==> src/rtl/sab_pkg.sv <==
// Shared constants and types for the converter control and bus interface.
package sab_pkg;

    localparam int RES_W = 12;
    localparam int DW    = 16;
    localparam int AW    = 3;
    localparam int NEV   = 2;

    localparam int CLK_MHZ  = 100;
    localparam int STEP_NS  = 1000;
    localparam int STEP_CYC = (STEP_NS * CLK_MHZ) / 1000;

    localparam logic [6:0] STEP_LAST = 7'(STEP_CYC - 1);

    localparam int FULL_BITS  = 12;
    localparam int SHORT_BITS = 8;
    localparam int FULL_CYC   = FULL_BITS * STEP_CYC;
    localparam int SHORT_CYC  = SHORT_BITS * STEP_CYC;

    localparam logic [3:0] MSB_POS        = 4'hB;
    localparam logic [3:0] FULL_LAST_POS  = 4'h0;
    localparam logic [3:0] SHORT_LAST_POS = 4'h4;

    localparam logic [AW-1:0] ADDR_CTRL    = 3'h0;
    localparam logic [AW-1:0] ADDR_STATUS  = 3'h1;
    localparam logic [AW-1:0] ADDR_IRQ_EN  = 3'h2;
    localparam logic [AW-1:0] ADDR_IRQ_CLR = 3'h3;
    localparam logic [AW-1:0] ADDR_RESULT  = 3'h4;

    localparam int CTRL_STANDALONE_BIT = 0;
    localparam int EV_DONE             = 0;
    localparam int EV_IGNORED          = 1;

    localparam logic             CTRL_RST   = 1'b0;
    localparam logic [NEV-1:0]   IRQ_RST    = 2'h0;
    localparam logic [RES_W-1:0] RESULT_RST = 12'h000;
    localparam logic [2:0]       OE_OFF     = 3'h7;

    // Synchronised pin vector layout
    localparam int PIN_CE   = 0;
    localparam int PIN_CSN  = 1;
    localparam int PIN_RC   = 2;
    localparam int PIN_A0   = 3;
    localparam int PIN_WORD = 4;
    localparam int PIN_COMP = 5;
    localparam int PIN_W    = 6;

    typedef enum logic [0:0] {
        SAB_IDLE = 1'b0,
        SAB_CONV = 1'b1
    } sab_fsm_t;

endpackage

==> src/rtl/sab_sync.sv <==
// Two-flop synchroniser bank for asynchronous pin inputs.
`timescale 1ns/10ps
`default_nettype none
module sab_sync #(
    parameter int W = 6
) (
    input  wire logic         mclk_i,  // System clock
    input  wire logic         srst_i,  // Synchronous reset
    input  wire logic [W-1:0] async_i, // Raw pin levels
    output logic      [W-1:0] sync_o   // Levels in clock domain
);
    typedef struct packed {
        logic [W-1:0] s1;
        logic [W-1:0] s2;
    } sab_sync_st_t;

    sab_sync_st_t st;
    sab_sync_st_t next_st;

    always_comb
    begin
        next_st    = st;
        next_st.s1 = async_i;
        next_st.s2 = st.s1;
    end

    always_ff @(posedge mclk_i)
    begin
        if (srst_i)
        begin
            st <= '0;
        end
        else
        begin
            st <= next_st;
        end
    end

    assign sync_o = st.s2;
endmodule
`default_nettype wire

==> src/rtl/sab_adc_ctrl.sv <==
// Successive-approximation converter control, output buffers and registers.
//
// Chosen here: strobed register access and the register addresses.
`timescale 1ns/10ps
`default_nettype none
module sab_adc_ctrl
    import sab_pkg::*;
(
    input  wire logic                     mclk_i,                   // 100 MHz clock
    input  wire logic                     srst_i,                   // Sync reset
    input  wire logic                     chip_en_i,                // Chip enable pin
    input  wire logic                     chip_sel_n_i,             // Chip select pin
    input  wire logic                     read_convert_i,           // Read/convert pin
    input  wire logic                     byte_addr_short_cycle_i,  // Byte addr pin
    input  wire logic                     word_fmt_i,               // 1 = word
    input  wire logic                     comp_i,                   // DAC sum above input
    output logic      [sab_pkg::RES_W-1:0] dac_code_o,              // Trial code
    output logic                          conversion_busy_o,        // Busy status pin
    output logic      [3:0]               data_upper_nibble_o,      // Bits 11..8
    output logic      [3:0]               data_middle_nibble_o,     // Bits 7..4
    output logic      [3:0]               data_low_nibble_o,        // Bits 3..0
    output logic                          data_upper_oe_n_o,        // Upper drive, low
    output logic                          data_middle_oe_n_o,       // Middle drive, low
    output logic                          data_low_oe_n_o,          // Low drive, low
    input  wire logic [sab_pkg::AW-1:0]   reg_addr_i,               // Register index
    input  wire logic [sab_pkg::DW-1:0]   reg_wdata_i,              // Write data
    input  wire logic                     reg_we_i,                 // Write strobe
    input  wire logic                     reg_re_i,                 // Read strobe
    output logic      [sab_pkg::DW-1:0]   reg_rdata_o,              // Read data
    output logic                          irq_o                     // Interrupt level
);
    import sab_pkg::*;

    typedef struct packed {
        sab_fsm_t         fsm;
        logic             standalone;
        logic [NEV-1:0]   irq_en;
        logic [NEV-1:0]   irq_sts;
        logic             short_cyc;
        logic [RES_W-1:0] sar;
        logic [RES_W-1:0] result;
        logic [3:0]       bit_pos;
        logic [6:0]       div_cnt;
        logic             rc_prev;
        logic             cmd_prev;
        logic [DW-1:0]    rdata;
        logic [3:0]       up;
        logic [3:0]       mid;
        logic [3:0]       lo;
        logic [2:0]       oe_n;
    } sab_state_t;

    sab_state_t st;
    sab_state_t next_st;

    logic [PIN_W-1:0] pins_s;
    logic             ce_s;
    logic             csn_s;
    logic             rc_s;
    logic             a0_s;
    logic             word_s;
    logic             comp_s;
    logic             sel;
    logic             cmd_conv;
    logic             start_req;
    logic             rd_q;
    logic             step_tick;
    logic [NEV-1:0]   ev_set;

    function automatic logic [RES_W-1:0] bit_mask(input logic [3:0] pos);
        bit_mask = 12'h001 << pos;
    endfunction

    sab_sync #(
        .W (PIN_W)
    ) u_sync (
        .mclk_i  (mclk_i),
        .srst_i  (srst_i),
        .async_i ({comp_i, word_fmt_i, byte_addr_short_cycle_i,
                   read_convert_i, chip_sel_n_i, chip_en_i}),
        .sync_o  (pins_s)
    );

    assign ce_s   = pins_s[PIN_CE];
    assign csn_s  = pins_s[PIN_CSN];
    assign rc_s   = pins_s[PIN_RC];
    assign a0_s   = pins_s[PIN_A0];
    assign word_s = pins_s[PIN_WORD];
    assign comp_s = pins_s[PIN_COMP];

    assign sel       = ce_s && !csn_s;
    assign cmd_conv  = sel && !rc_s;
    // Standalone starts on the falling edge, full control on command entry
    assign start_req = st.standalone ? (sel && st.rc_prev && !rc_s)
                                     : (cmd_conv && !st.cmd_prev);
    assign rd_q      = sel && rc_s && (st.fsm == SAB_IDLE);
    assign step_tick = (st.fsm == SAB_CONV) && (st.div_cnt == STEP_LAST);

    always_comb
    begin
        next_st          = st;
        ev_set           = '0;
        next_st.rc_prev  = rc_s;
        next_st.cmd_prev = cmd_conv;

        unique case (st.fsm)
            SAB_IDLE:
            begin
                if (start_req)
                begin
                    // Short cycle choice is latched at start
                    next_st.fsm       = SAB_CONV;
                    next_st.short_cyc = a0_s;
                    next_st.sar       = bit_mask(MSB_POS);
                    next_st.bit_pos   = MSB_POS;
                    next_st.div_cnt   = 7'h00;
                end
            end
            SAB_CONV:
            begin
                if (start_req)
                begin
                    ev_set[EV_IGNORED] = 1'b1;
                end
                next_st.div_cnt = st.div_cnt + 7'h01;
                if (step_tick)
                begin
                    next_st.div_cnt = 7'h00;
                    if (comp_s)
                    begin
                        next_st.sar = st.sar & ~bit_mask(st.bit_pos);
                    end
                    if (st.bit_pos == (st.short_cyc ? SHORT_LAST_POS : FULL_LAST_POS))
                    begin
                        // MSB-first code, unused LSBs zero: left-justified
                        next_st.result    = next_st.sar;
                        next_st.fsm       = SAB_IDLE;
                        ev_set[EV_DONE]   = 1'b1;
                    end
                    else
                    begin
                        next_st.bit_pos = st.bit_pos - 4'h1;
                        next_st.sar     = next_st.sar | bit_mask(st.bit_pos - 4'h1);
                    end
                end
            end
        endcase

        // Output buffers; registered so the pins never glitch
        next_st.oe_n = OE_OFF;
        next_st.up   = 4'h0;
        next_st.mid  = 4'h0;
        next_st.lo   = 4'h0;
        if (rd_q)
        begin
            if (word_s)
            begin
                next_st.oe_n = 3'h0;
                next_st.up   = st.result[11:8];
                next_st.mid  = st.result[7:4];
                next_st.lo   = st.result[3:0];
            end
            else if (!a0_s)
            begin
                next_st.oe_n = 3'h1;
                next_st.up   = st.result[11:8];
                next_st.mid  = st.result[7:4];
            end
            else
            begin
                next_st.oe_n = 3'h4;
                next_st.mid  = 4'h0;
                next_st.lo   = st.result[3:0];
            end
        end

        // Register writes
        if (reg_we_i)
        begin
            unique case (reg_addr_i)
                ADDR_CTRL:    next_st.standalone = reg_wdata_i[CTRL_STANDALONE_BIT];
                ADDR_IRQ_EN:  next_st.irq_en = reg_wdata_i[NEV-1:0];
                ADDR_IRQ_CLR: next_st.irq_sts = st.irq_sts & ~reg_wdata_i[NEV-1:0];
                default:      next_st.irq_sts = next_st.irq_sts;
            endcase
        end
        // Hardware set wins over a same-cycle clear
        next_st.irq_sts = next_st.irq_sts | ev_set;

        next_st.rdata = '0;
        if (reg_re_i)
        begin
            unique case (reg_addr_i)
                ADDR_CTRL:   next_st.rdata = {15'h0000, st.standalone};
                ADDR_STATUS: next_st.rdata = {14'h0000, st.irq_sts};
                ADDR_IRQ_EN: next_st.rdata = {14'h0000, st.irq_en};
                ADDR_RESULT: next_st.rdata = {(st.fsm == SAB_CONV), st.short_cyc,
                                              2'h0, st.result};
                default:     next_st.rdata = '0;
            endcase
        end
    end

    always_ff @(posedge mclk_i)
    begin
        if (srst_i)
        begin
            st            <= '0;
            st.fsm        <= SAB_IDLE;
            st.standalone <= CTRL_RST;
            st.irq_en     <= IRQ_RST;
            st.irq_sts    <= IRQ_RST;
            st.result     <= RESULT_RST;
            st.oe_n       <= OE_OFF;
        end
        else
        begin
            st <= next_st;
        end
    end

    assign dac_code_o           = st.sar;
    assign conversion_busy_o    = (st.fsm == SAB_CONV);
    assign data_upper_nibble_o  = st.up;
    assign data_middle_nibble_o = st.mid;
    assign data_low_nibble_o    = st.lo;
    assign data_upper_oe_n_o    = st.oe_n[2];
    assign data_middle_oe_n_o   = st.oe_n[1];
    assign data_low_oe_n_o      = st.oe_n[0];
    assign reg_rdata_o          = st.rdata;
    assign irq_o                = |(st.irq_sts & st.irq_en);

    // Assertion helper: cycles spent in the current conversion
    logic [15:0] busy_cnt;

    always_ff @(posedge mclk_i)
    begin
        if (srst_i || (st.fsm == SAB_IDLE))
        begin
            busy_cnt <= 16'h0000;
        end
        else
        begin
            busy_cnt <= busy_cnt + 16'h0001;
        end
    end

    property p_full_len;
        @(posedge mclk_i) disable iff (srst_i)
        ($fell(conversion_busy_o) && !st.short_cyc) |-> (busy_cnt == 16'(FULL_CYC));
    endproperty
    a_full_len: assert property (p_full_len) else $error("full conversion length wrong");

    property p_short_len;
        @(posedge mclk_i) disable iff (srst_i)
        ($fell(conversion_busy_o) && st.short_cyc)
            |-> (busy_cnt == 16'(SHORT_CYC)) && (st.result[3:0] == 4'h0);
    endproperty
    a_short_len: assert property (p_short_len) else $error("short conversion wrong");

    property p_start_busy;
        @(posedge mclk_i) disable iff (srst_i)
        (start_req && !conversion_busy_o)
            |=> conversion_busy_o && (dac_code_o == 12'h800) && (st.short_cyc == $past(a0_s));
    endproperty
    a_start_busy: assert property (p_start_busy) else $error("start not taken");

    property p_no_sel;
        @(posedge mclk_i) disable iff (srst_i)
        (!conversion_busy_o && !sel) |=> !conversion_busy_o;
    endproperty
    a_no_sel: assert property (p_no_sel) else $error("start without enable/select");

    property p_ignore;
        @(posedge mclk_i) disable iff (srst_i)
        (conversion_busy_o && start_req && !step_tick)
            |=> st.irq_sts[EV_IGNORED] && ($stable(st.bit_pos));
    endproperty
    a_ignore: assert property (p_ignore) else $error("restart during conversion");

    property p_float;
        @(posedge mclk_i) disable iff (srst_i)
        !rd_q |=> (st.oe_n == OE_OFF);
    endproperty
    a_float: assert property (p_float) else $error("drive without qualified read");

    property p_busy_float;
        @(posedge mclk_i) disable iff (srst_i)
        conversion_busy_o[*2] |-> (st.oe_n == OE_OFF);
    endproperty
    a_busy_float: assert property (p_busy_float) else $error("drive while busy");

    property p_word;
        @(posedge mclk_i) disable iff (srst_i)
        (rd_q && word_s) |=> (st.oe_n == 3'h0) && (data_upper_nibble_o == st.result[11:8])
                             && (data_middle_nibble_o == st.result[7:4]);
    endproperty
    a_word: assert property (p_word) else $error("word format read wrong");

    property p_byte_hi;
        @(posedge mclk_i) disable iff (srst_i)
        (rd_q && !word_s && !a0_s) |=> (st.oe_n == 3'h1)
                                       && (data_upper_nibble_o == st.result[11:8]);
    endproperty
    a_byte_hi: assert property (p_byte_hi) else $error("high byte read wrong");

    property p_byte_lo;
        @(posedge mclk_i) disable iff (srst_i)
        (rd_q && !word_s && a0_s) |=> (st.oe_n == 3'h4) && (data_middle_nibble_o == 4'h0)
                                      && (data_low_nibble_o == st.result[3:0]);
    endproperty
    a_byte_lo: assert property (p_byte_lo) else $error("low byte read wrong");

    property p_irq;
        @(posedge mclk_i) disable iff (srst_i)
        $rose(st.irq_sts[EV_DONE]) |-> $fell(conversion_busy_o);
    endproperty
    a_irq: assert property (p_irq) else $error("done flag without completion");

    c_full:  cover property (@(posedge mclk_i) $fell(conversion_busy_o) && !st.short_cyc);
    c_short: cover property (@(posedge mclk_i) $fell(conversion_busy_o) && st.short_cyc);
    c_read:  cover property (@(posedge mclk_i) rd_q && !word_s && a0_s);
    c_ign:   cover property (@(posedge mclk_i) conversion_busy_o && start_req);
endmodule
`default_nettype wire

==> config.mk <==
export PLATFORM = sky130hd
export DESIGN_NAME = sab_adc_ctrl
export DESIGN_NICKNAME = d
export VERILOG_FILES = /design/src/rtl/sab_pkg.sv /design/src/rtl/sab_sync.sv /design/src/rtl/sab_adc_ctrl.sv
export SDC_FILE = /design/constraint.sdc
export NUM_CORES = 1
export LEC_CHECK = 0
export CORE_ASPECT_RATIO = 0.75
export CORE_MARGIN = 2
export CORE_UTILIZATION = 45
export CTS_CLUSTER_DIAMETER = 30
export CTS_CLUSTER_SIZE = 28
export DETAILED_ROUTE_END_ITERATION = 10
export DONT_BUFFER_PORTS = 1
export SYNTH_ARGS = -nofsm -noshare
export SYNTH_HDL_FRONTEND = slang
export SYNTH_HIERARCHICAL = 1
export SYNTH_SLANG_ARGS = --single-unit
export TNS_END_PERCENT = 30
==> constraint.sdc <==
create_clock -name mclk_i -period 4.28 [get_ports mclk_i]
set_clock_uncertainty 0.15 [all_clocks]
set_input_delay 0.856 -clock mclk_i [delete_from_list [all_inputs] [get_ports mclk_i]]
set_output_delay 0.856 -clock mclk_i [all_outputs]
set_load 0.005 [all_outputs]
==> results of run 1 <==
critical path, cell delays in order (launching register included):
cell	delay, ns
sky130_fd_sc_hd__dfxtp_1	0.36
sky130_fd_sc_hd__inv_1	0.12
sky130_fd_sc_hd__ha_1	0.38
sky130_fd_sc_hd__nor2b_1	0.33
sky130_fd_sc_hd__and4_1	0.58
sky130_fd_sc_hd__nand3_1	0.16
sky130_fd_sc_hd__a21oi_1	0.16
placed cells by master (no fill, tap or decap), types with 5 or more instances in the layout:
master,instances
sky130_fd_sc_hd__a21o_1,12
sky130_fd_sc_hd__a21oi_1,20
sky130_fd_sc_hd__a32o_1,11
sky130_fd_sc_hd__and2_1,35
sky130_fd_sc_hd__clkbuf_8,10
sky130_fd_sc_hd__dfxtp_1,85
sky130_fd_sc_hd__ha_1,6
sky130_fd_sc_hd__inv_1,9
sky130_fd_sc_hd__mux2i_1,6
sky130_fd_sc_hd__nand2_1,31
sky130_fd_sc_hd__nand3_1,5
sky130_fd_sc_hd__nand4b_1,8
sky130_fd_sc_hd__nor2_1,16
sky130_fd_sc_hd__nor2b_1,7
sky130_fd_sc_hd__nor2b_2,8
sky130_fd_sc_hd__nor3_1,9
worst max path at each step:
| stage | cells after the start | start | end | slack, ns |
|---|---|---|---|---|
| floorplan | 6 | srst_i | dac_code_o[1]$_SDFFE_PP0P_ | 2.25 |
| global placement | 4 | reg_addr_i[2] | reg_rdata_o[9]$_SDFF_PP0_ | 1.98 |
| detailed placement | 4 | reg_addr_i[2] | reg_rdata_o[5]$_SDFF_PP0_ | 1.95 |
| CTS | 6 | st[40]$_SDFFE_PP0P_ | st[54]$_SDFFE_PP0P_ | 1.92 |
| global route | 6 | st[40]$_SDFFE_PP0P_ | st[50]$_SDFFE_PP0P_ | 1.65 |
| finish | 6 | st[40]$_SDFFE_PP0P_ | st[55]$_SDFFE_PP0P_ | 1.96 |
per-layer routing:
layer,wire length [um],up-vias,track usage [%]
li1,-,1206,-
met1,3450,1095,23.8
met2,2790,78,23.4
met3,583,10,6.99
met4,96,0,6.03
met5,0,-,0
cells by family (layout without fill, tap and decap cells):
kind of cell / after synthesis / count (layout) / synth area share, %
buffers and inverters: 69 / 24 / 11.5
XOR/XNOR: 3 / 3 / 0.706
multiplexers: 6 / 6 / 1.61
other: 1 / 2 / 0.101
AND/OR/NAND/NOR: 149 / 149 / 24.2
adder cells (fa/ha/maj): 6 / 6 / 2.02
flip-flops: 85 / 85 / 45.7
AO/OA/AOI/OAI: 70 / 70 / 14.2
state kept, by name, indices dropped and copies added, names as in the netlist, 4 cells and up:
signal / flops
dac_code_o: 12
u_sync/sync_o: 6
u_sync/next_st: 6
st: 31
reg_rdata_o: 14
data_upper_nibble_o: 4
data_middle_nibble_o: 4
data_low_nibble_o: 4
power by group through the flow:
| stage | Sequential [mW] | Clock, mW | Combinational (mW) |
|---|---|---|---|
| floorplan | 0.823 | 0 | 0.0553 |
| global placement | 0.828 | 0 | 0.0513 |
| detailed placement | 0.828 | 0 | 0.0522 |
| CTS | 0.809 | 0.571 | 0.0526 |
| global route | 0.811 | 0.600 | 0.0590 |
| finish | 0.809 | 0.554 | 0.0523 |
through the flow:
stage	hold WS, ns	std cells	setup slack [ns]	utilization (%)
after floorplan	0.264	390	2.25	-
after global placement	0.270	435	1.98	43.5
after detailed placement	0.273	435	1.95	43.5
after CTS	0.293	450	1.92	45.9
after global routing	0.314	450	1.65	45.9
final	0.288	450	1.96	45.9
area by class of cell:
cell class	instances	area, sq um
multi-input combinational	236	1600
inverter	9	33.8
sequential	85	1700
fill	757	4300
clock inverter	3	46.3
clock buffer	12	145
tap	105	131
==> flow_summary.json, run 1 <==
{
  "status": "completed",
  "holdPathStages": 1,
  "clock_tree.htree_level_count": 3,
  "mappedNetlistArea_sq_um": 3720,
  "worst_ep_arrival_time_ns": 2.46,
  "first_global_vias": 2150,
  "max_freq_mhz": 431,
  "critical_path_class": "reg -> reg",
  "drtPass1Iterations": 4,
  "power.ir.vdd_worst_mv": 0.256,
  "floorplan.rows": 28,
  "intPower_mw": 1.11,
  "routed_via_density": 5.31,
  "initial_core_util_pct": 46.8,
  "design.die.area_sq_um": 9020,
  "layout-area-overhead-vs-synth_pct": -1.85,
  "worst_r2r_path_depth": 6,
  "gpl_congestion": 0.815,
  "yosysTopAreaCell": "sky130_fd_sc_hd__dfxtp_1",
  "cts-hold-fix-buffers": 0,
  "min_path_type": "reg -> reg",
  "cts_tree": "built",
  "crit_required_ns": 4.42,
  "post-synth-top-count-cell": "sky130_fd_sc_hd__dfxtp_1",
  "drt-total-wl_um": 6920,
  "number_of_storage_elements_in_the_synthesis_netlist": 85,
  "final.period_utilization_pct": 54.2,
  "design.core.area_sq_um": 7950,
  "design_area_sq_um": 3650,
  "synthDistinctLibCells": 50,
  "rsz_0062_raised_after_global_routing": "no",
  "switching_share_of_power_pct": 21.8,
  "ioPinCount": 74,
  "drt_first_iter_violations": 148,
  "grt_pass1_wl_um": 11400,
  "cts_root_buffer": "sky130_fd_sc_hd__clkbuf_8",
  "max_cap_viol_count": 0,
  "synth.top_cells.by_area": "sky130_fd_sc_hd__dfxtp_1 (46%), sky130_fd_sc_hd__buf_4 (8.3%), sky130_fd_sc_hd__and2_1 (5.9%), sky130_fd_sc_hd__nand2_1 (3.1%), sky130_fd_sc_hd__a32o_1 (3.0%)",
  "asyncSetResetFlopFracSynth_pct": 0,
  "p_switching_uw": 309,
  "grt_antenna_before_repair": 0,
  "report.final.slew_viol_count": 0,
  "dieHeight_um": 82.8,
  "leakagePower_nw": 1.39,
  "netlist_top_cells_count": "sky130_fd_sc_hd__dfxtp_1 (85), sky130_fd_sc_hd__buf_4 (41), sky130_fd_sc_hd__and2_1 (35)",
  "ys.flop_type": "sky130_fd_sc_hd__dfxtp_1",
  "dpl.hpwl_um": 4820,
  "layout-drive-gt1-share_pct": 8.99,
  "synthesis.instances": 389,
  "area_share_of_the_largest_cell_type_after_synthesis_pct": 45.7,
  "power_density_nw_per_um2": 387,
  "layout.nets": 376,
  "synth_edf_count": 0,
  "post_cts_resize_count": 0,
  "total_power_mw": 1.42,
  "clk_pin_slew_ns": 0.08,
  "hold-path-endpoint": "st[31]$_SDFF_PP0_",
  "cts_buffer_depth": 2,
  "hold_viol": 0,
  "worst_pin_slew_ns": 1.16,
  "chipWidth_um": 109,
  "min_from": "u_sync/sync_o[2]$_SDFF_PP0_",
  "regToRegSetupSlack_ns": 1.96,
  "placedInstanceArea_sq_um": 3460,
  "io_buffer_count": 0,
  "grt_start_max_net_pins": 46,
  "seq_power_share_pct": 57.2,
  "grt_overflow_total": 0,
  "post_route_antenna_net_violation_count": 0,
  "finalSetupViolCount": 0,
  "setup_bufs_post_cts": 0,
  "groute.usage.overall_pct": 17.0,
  "endpoint_kind": "flop",
  "period_minus_slack_ns": 2.32,
  "antennaDiodeCount": 0,
  "routed-via-count": 2389,
  "critical_path.reg2reg.startpoint": "st[40]$_SDFFE_PP0P_",
  "critical_path.startpoint_type": "flop",
  "part_of_the_yosys_area_used_for_sequential_elements_pct": 45.7,
  "clk_latency_ns": 0.36,
  "clock_power_share_pct": 39.1,
  "route.detailed.wl_per_inst_um": 15.4,
  "pwr-share-comb_pct": 3.7,
  "remaining_drc_errors": 0,
  "maxSlewHeadroom_pct": 21.7,
  "crit_fanout": 14,
  "ys.warnings.count": 6,
  "totalNegativeSetupSlack_ns": 0,
  "cts.sinks": 85,
  "regToRegEndpoint": "st[55]$_SDFFE_PP0P_",
  "total_clock_buffers_created_by_cts": 9,
  "postSynthAreaPerCell_sq_um": 9.57
}
Note: power is estimated with default switching activity, not from simulation.
==> inputs of run 2 (changes only) <==
clock period = 1.9 ns   (was 4.28 ns; I/O delays follow)
==> flow_summary.json, run 2 (synthesis results as in run 1) <==
{
  "design_area_sq_um": 4020,
  "fillers": 745,
  "rsz_0062_raised_after_global_routing": "no",
  "regToRegSetupSlack_ns": 0.11,
  "dpl.hpwl_um": 5110,
  "first_global_vias": 2171,
  "drt-total-wl_um": 7330,
  "met1Wirelength_um": 3690,
  "dieHeight_um": 82.8,
  "clock_tree.htree_level_count": 3,
  "leading_cell_type_in_the_layout_fill_and_taps_excluded": "sky130_fd_sc_hd__dfxtp_1",
  "clk_pin_slew_ns": 0.08,
  "grt_overflow_total": 0,
  "largest_register_ff_count": 31,
  "report.final.slew_viol_count": 0,
  "met2_wirelength_um": 2900,
  "post_route_antenna_net_violation_count": 0,
  "routed_via_density": 5.18,
  "gpl_congestion": 0.803,
  "final.period_utilization_pct": 94.2,
  "hold_viol": 0,
  "top_layer_used": "met4",
  "power_density_nw_per_um2": 841,
  "ioPinCount": 74,
  "met3RoutedLength_um": 634,
  "design.core.area_sq_um": 7950,
  "crit_required_ns": 2.00,
  "cts_tree": "built",
  "crit_fanout": 4,
  "placedInstanceArea_sq_um": 3670,
  "commonest_cells_after_routing_fill_and_taps_aside": "sky130_fd_sc_hd__dfxtp_1 (85), sky130_fd_sc_hd__and2_1 (35), sky130_fd_sc_hd__nand2_1 (31)",
  "worst_ep_arrival_time_ns": 1.89,
  "layout.nets": 411,
  "io_buffer_count": 0,
  "pre_cts_slack_ns": -0.0201,
  "endpoint_kind": "flop",
  "route.detailed.wl_per_inst_um": 15.1,
  "max_freq_mhz": 559,
  "routed-via-count": 2513,
  "layout-area-overhead-vs-synth_pct": 7.90,
  "period_minus_slack_ns": 1.79,
  "worstPathCellList": "inv_1 -> ha_2 -> or3b_4 -> a22oi_1 -> nor3_4 -> a21o_1",
  "final.setup.worst_slack_ns": 0.110,
  "critical_path_class": "reg -> reg",
  "finalSetupViolCount": 0,
  "groute.usage.overall_pct": 17.0,
  "status": "completed",
  "cts.sinks": 85,
  "max_stage_delay_ns": 0.40,
  "fin_hold_ws_ns": 0.0212,
  "drtPass1Iterations": 4,
  "chipWidth_um": 109,
  "min_from": "reg_wdata_i[1]",
  "grt_antenna_before_repair": 0,
  "final_cell_count_no_fill": 485,
  "dpl.cell_count": 461,
  "total_clock_buffers_created_by_cts": 9,
  "design.die.area_sq_um": 9020,
  "critical_path.reg2reg.startpoint": "st[40]$_SDFFE_PP0P_",
  "critPathSlowestCell": "sky130_fd_sc_hd__or3b_4",
  "grt_pass1_wl_um": 11400,
  "floorplan.rows": 28,
  "cts_root_buffer": "sky130_fd_sc_hd__clkbuf_8",
  "crit_start": "st[40]$_SDFFE_PP0P_",
  "min_path_type": "in -> reg",
  "initial_core_util_pct": 46.8,
  "antennaDiodeCount": 0,
  "grt_start_max_net_pins": 42,
  "max_cap_viol_count": 0,
  "cts_buffer_depth": 2,
  "drt_first_iter_violations": 116,
  "top_reg_by_flops": "st",
  "clk_latency_ns": 0.36,
  "remaining_drc_errors": 0,
  "power.ir.vdd_worst_mv": 0.543,
  "leakagePower_nw": 1.60,
  "layout-drive-gt1-share_pct": 17.6,
  "critical_path.startpoint_type": "flop"
}
run 2: changes by cell type in the layout (fill, tap and decap cells not counted), sizes merged:
cell,previous run,this run
clkinv,1,0
buf,0,28
clkinvlp,1,0
bufinv,1,2
inv,9,10
dlygate4sd3,0,7
run 2: path summary, 6_finish.rpt:
check / to / cells after the start
worst max-delay path: dac_code_o[7]$_SDFFE_PP0P_ / 6
worst min-delay path: st[72]$_SDFFE_PP0P_ / 2
worst max register to register: dac_code_o[7]$_SDFFE_PP0P_ / 6
worst min register to register: u_sync/sync_o[3]$_SDFF_PP0_ / 1
run 2: layout make-up:
type / count / area (sq um) / area share, %
clock buffers: 12 / 145 / 3.61
clock inverters: 3 / 68.8 / 1.71
inverters: 9 / 33.8 / 0.841
multi-input cells: 236 / 1630 / 40.6
flip-flops and latches: 85 / 1700 / 42.4
well taps: 105 / 131 / 3.27
repair buffers: 35 / 305 / 7.60
run 2: worst max-delay path, delay by kind of cell (launching register included):
family | cells | cell delay, ns
adder cells (fa/ha/maj) | 1 | 0.20
buffers and inverters | 1 | 0.07
flip-flops | 1 | 0.31
AO/OA/AOI/OAI | 2 | 0.47
AND/OR/NAND/NOR | 2 | 0.48
run 2: report_power, final:
group | leakage [nW] | internal (mW) | switching, mW
Sequential | 0.688 | 1.80 | 0.0146
Combinational | 0.803 | 0.0883 | 0.101
Clock | 0.107 | 0.775 | 0.596
run 2: repair_timing:
item,4_1_cts,5_1_grt
hold buffers,8,0
setup endpoints to repair,8,17
pin swaps,0,1
setup buffers,0,1
gates resized for setup,1,9
endpoints found under the hold margin,42,0
run 2: through the flow:
| step | TNS, ns | utilization [%] | total power [mW] |
|---|---|---|---|
| 2_1_floorplan | -0.0180 | - | 1.98 |
| 3_3_place_gp | 0 | 46.1 | 2.00 |
| 3_5_place_dp | -0.126 | 46.1 | 2.01 |
| 4_1_cts | 0 | 50.0 | 3.42 |
| 5_1_grt | 0 | 50.5 | 3.50 |
| 6_report | 0 | 50.5 | 3.38 |
run 2: layer usage:
| layer | global-route usage [%] | up-vias |
|---|---|---|
| met5 | 0 | - |
| met4 | 6.15 | 0 |
| met3 | 7.30 | 11 |
| met2 | 23.5 | 75 |
| met1 | 23.4 | 1144 |
| li1 | - | 1283 |
==> inputs of run 3 (changes only) <==
==> constraint.sdc (replaced) <==
create_clock -name mclk_i -period 1.9 [get_ports mclk_i]
set_clock_uncertainty 0.15 [all_clocks]
set_input_delay 0.19 -clock mclk_i [delete_from_list [all_inputs] [get_ports mclk_i]]
set_output_delay 0.19 -clock mclk_i [all_outputs]
set_load 0.005 [all_outputs]
==> flow_summary.json, run 3 (synthesis results as in run 1) <==
{
  "antennaDiodeCount": 0,
  "grt_most_used_layer": "met2",
  "clk_latency_ns": 0.36,
  "worst_ep_arrival_time_ns": 1.94,
  "endpoint_kind": "flop",
  "multi_input_combinational_cell_area_sq_um": 1620,
  "routed-via-count": 2578,
  "dpl.hpwl_um": 5140,
  "area.sequential_sq_um": 1700,
  "first_global_vias": 2324,
  "layout-area-overhead-vs-synth_pct": 9.38,
  "report.final.slew_viol_count": 0,
  "leading_cell_type_in_the_layout_fill_and_taps_excluded": "sky130_fd_sc_hd__dfxtp_1",
  "min_path_type": "in -> reg",
  "finalSetupViolCount": 0,
  "clock_tree.htree_level_count": 3,
  "leakagePower_nw": 1.60,
  "dpl.cell_count": 461,
  "rsz_0062_raised_after_global_routing": "no",
  "grt_antenna_before_repair": 0,
  "max_freq_mhz": 544,
  "drt-total-wl_um": 7500,
  "holdPathStages": 4,
  "critical_path_class": "in -> reg",
  "max_cap_viol_count": 0,
  "final_cell_count_no_fill": 497,
  "clk_pin_slew_ns": 0.08,
  "cts_root_buffer": "sky130_fd_sc_hd__clkbuf_8",
  "largest_register_ff_count": 31,
  "drtPass1Iterations": 4,
  "min_from": "reg_addr_i[0]",
  "hold-path-endpoint": "reg_rdata_o[0]$_SDFF_PP0_",
  "grt_overflow_total": 0,
  "dieHeight_um": 82.8,
  "crit_required_ns": 2.00,
  "final.period_utilization_pct": 96.8,
  "route.detailed.wl_per_inst_um": 15.1,
  "grt_pass1_wl_um": 11800,
  "post_route_antenna_net_violation_count": 0,
  "design.core.area_sq_um": 7950,
  "status": "completed",
  "drt_first_iter_violations": 170,
  "worst_r2r_path_depth": 4,
  "fillers": 741,
  "remaining_drc_errors": 0,
  "critical_path.startpoint_type": "primary input",
  "placedInstanceArea_sq_um": 3670,
  "power_density_nw_per_um2": 758,
  "hold_viol": 0,
  "design_area_sq_um": 4070,
  "groute.usage.overall_pct": 17.6,
  "regToRegSetupSlack_ns": 0.10,
  "regToRegEndpoint": "dac_code_o[1]$_SDFFE_PP0P_",
  "gpl_congestion": 0.803,
  "crit_fanout": 44,
  "cts_tree": "built",
  "chipWidth_um": 109,
  "floorplan.rows": 28,
  "io_buffer_count": 0,
  "grt_start_max_net_pins": 45,
  "initial_core_util_pct": 46.8,
  "groute.layer.met1.usage_pct": 24.0,
  "gr-usage-met2_pct": 25.0,
  "cts.sinks": 85,
  "cts_buffer_depth": 2,
  "commonest_cells_after_routing_fill_and_taps_aside": "sky130_fd_sc_hd__dfxtp_1 (85), sky130_fd_sc_hd__and2_1 (35), sky130_fd_sc_hd__nand2_1 (31)",
  "period_minus_slack_ns": 1.84,
  "fin_hold_ws_ns": 0.0666,
  "final_util_pct": 51.2,
  "top_reg_by_flops": "st",
  "layout-drive-gt1-share_pct": 16.8,
  "design.die.area_sq_um": 9020,
  "ioPinCount": 74,
  "power.ir.vdd_worst_mv": 0.483,
  "routed_via_density": 5.19,
  "met3_capacity_usage_during_global_routing_pct": 6.99,
  "total_clock_buffers_created_by_cts": 9,
  "layout.nets": 424,
  "critical_path.reg2reg.startpoint": "st[42]$_SDFFE_PP0P_"
}
==> run 3: worst max path at each step <==
stage	from	to	slack [ns]	cells after the start
3_5_place_dp	st[40]$_SDFFE_PP0P_	dac_code_o[11]$_SDFFE_PP0P_	0.006	7
4_1_cts	st[40]$_SDFFE_PP0P_	dac_code_o[9]$_SDFFE_PP0P_	0.04	7
3_3_place_gp	st[40]$_SDFFE_PP0P_	dac_code_o[9]$_SDFFE_PP0P_	0.04	7
6_report	srst_i	reg_rdata_o[1]$_SDFF_PP0_	0.06	6
2_1_floorplan	st[40]$_SDFFE_PP0P_	dac_code_o[0]$_SDFFE_PP0P_	-0.003	7
5_1_grt	srst_i	reg_rdata_o[1]$_SDFF_PP0_	0.01	6
==> run 3: area by class of cell <==
cell class                      count  area share, %
Sequential cell                    85           41.8
Multi-Input combinational cell    236           39.7
Timing Repair Buffer               48           10.6
Tap cell                          105           3.23
Clock buffer                       10           3.13
Inverter                            9          0.830
Clock inverter                      4          0.676
==> run 3: worst max-delay path, stage by stage <==
cell	delay, ns
sky130_fd_sc_hd__dlygate4sd3_1	0.58
sky130_fd_sc_hd__buf_12	0.25
sky130_fd_sc_hd__inv_1	0.17
sky130_fd_sc_hd__nand2_1	0.13
sky130_fd_sc_hd__nor2_1	0.05
sky130_fd_sc_hd__dlygate4sd3_1	0.54
==> run 3: per-layer routing <==
layer	vias up	wire [um]
li1	1299	-
met1	1209	3820
met2	60	3160
met3	10	455
met4	0	69
met5	-	0
==> run 3: where the power goes <==
group	total [mW]	leakage (nW)	switching [mW]	internal, mW
clock	1.07	0.0702	0.608	0.457
sequential	1.82	0.688	0.0146	1.80
combinational	0.206	0.846	0.106	0.0998
total	3.09	1.60	0.729	2.36
==> run 3: per-stage QoR <==
step / setup slack [ns] / power, mW / setup TNS [ns]
2_1_floorplan: -0.00272 / 1.98 / -0.0180
5_1_grt: 0.0104 / 3.21 / 0
4_1_cts: 0.0354 / 3.12 / 0
6_report: 0.0614 / 3.09 / 0
3_3_place_gp: 0.0388 / 2.00 / 0
3_5_place_dp: 0.00637 / 2.01 / 0
==> run 3: what timing repair did <==
action,in CTS,in global routing
hold buffers,20,0
pin swaps,0,4
endpoints found under the setup margin,7,28
endpoints found under the hold margin,46,0
gates resized for setup,1,6
setup buffers,0,2
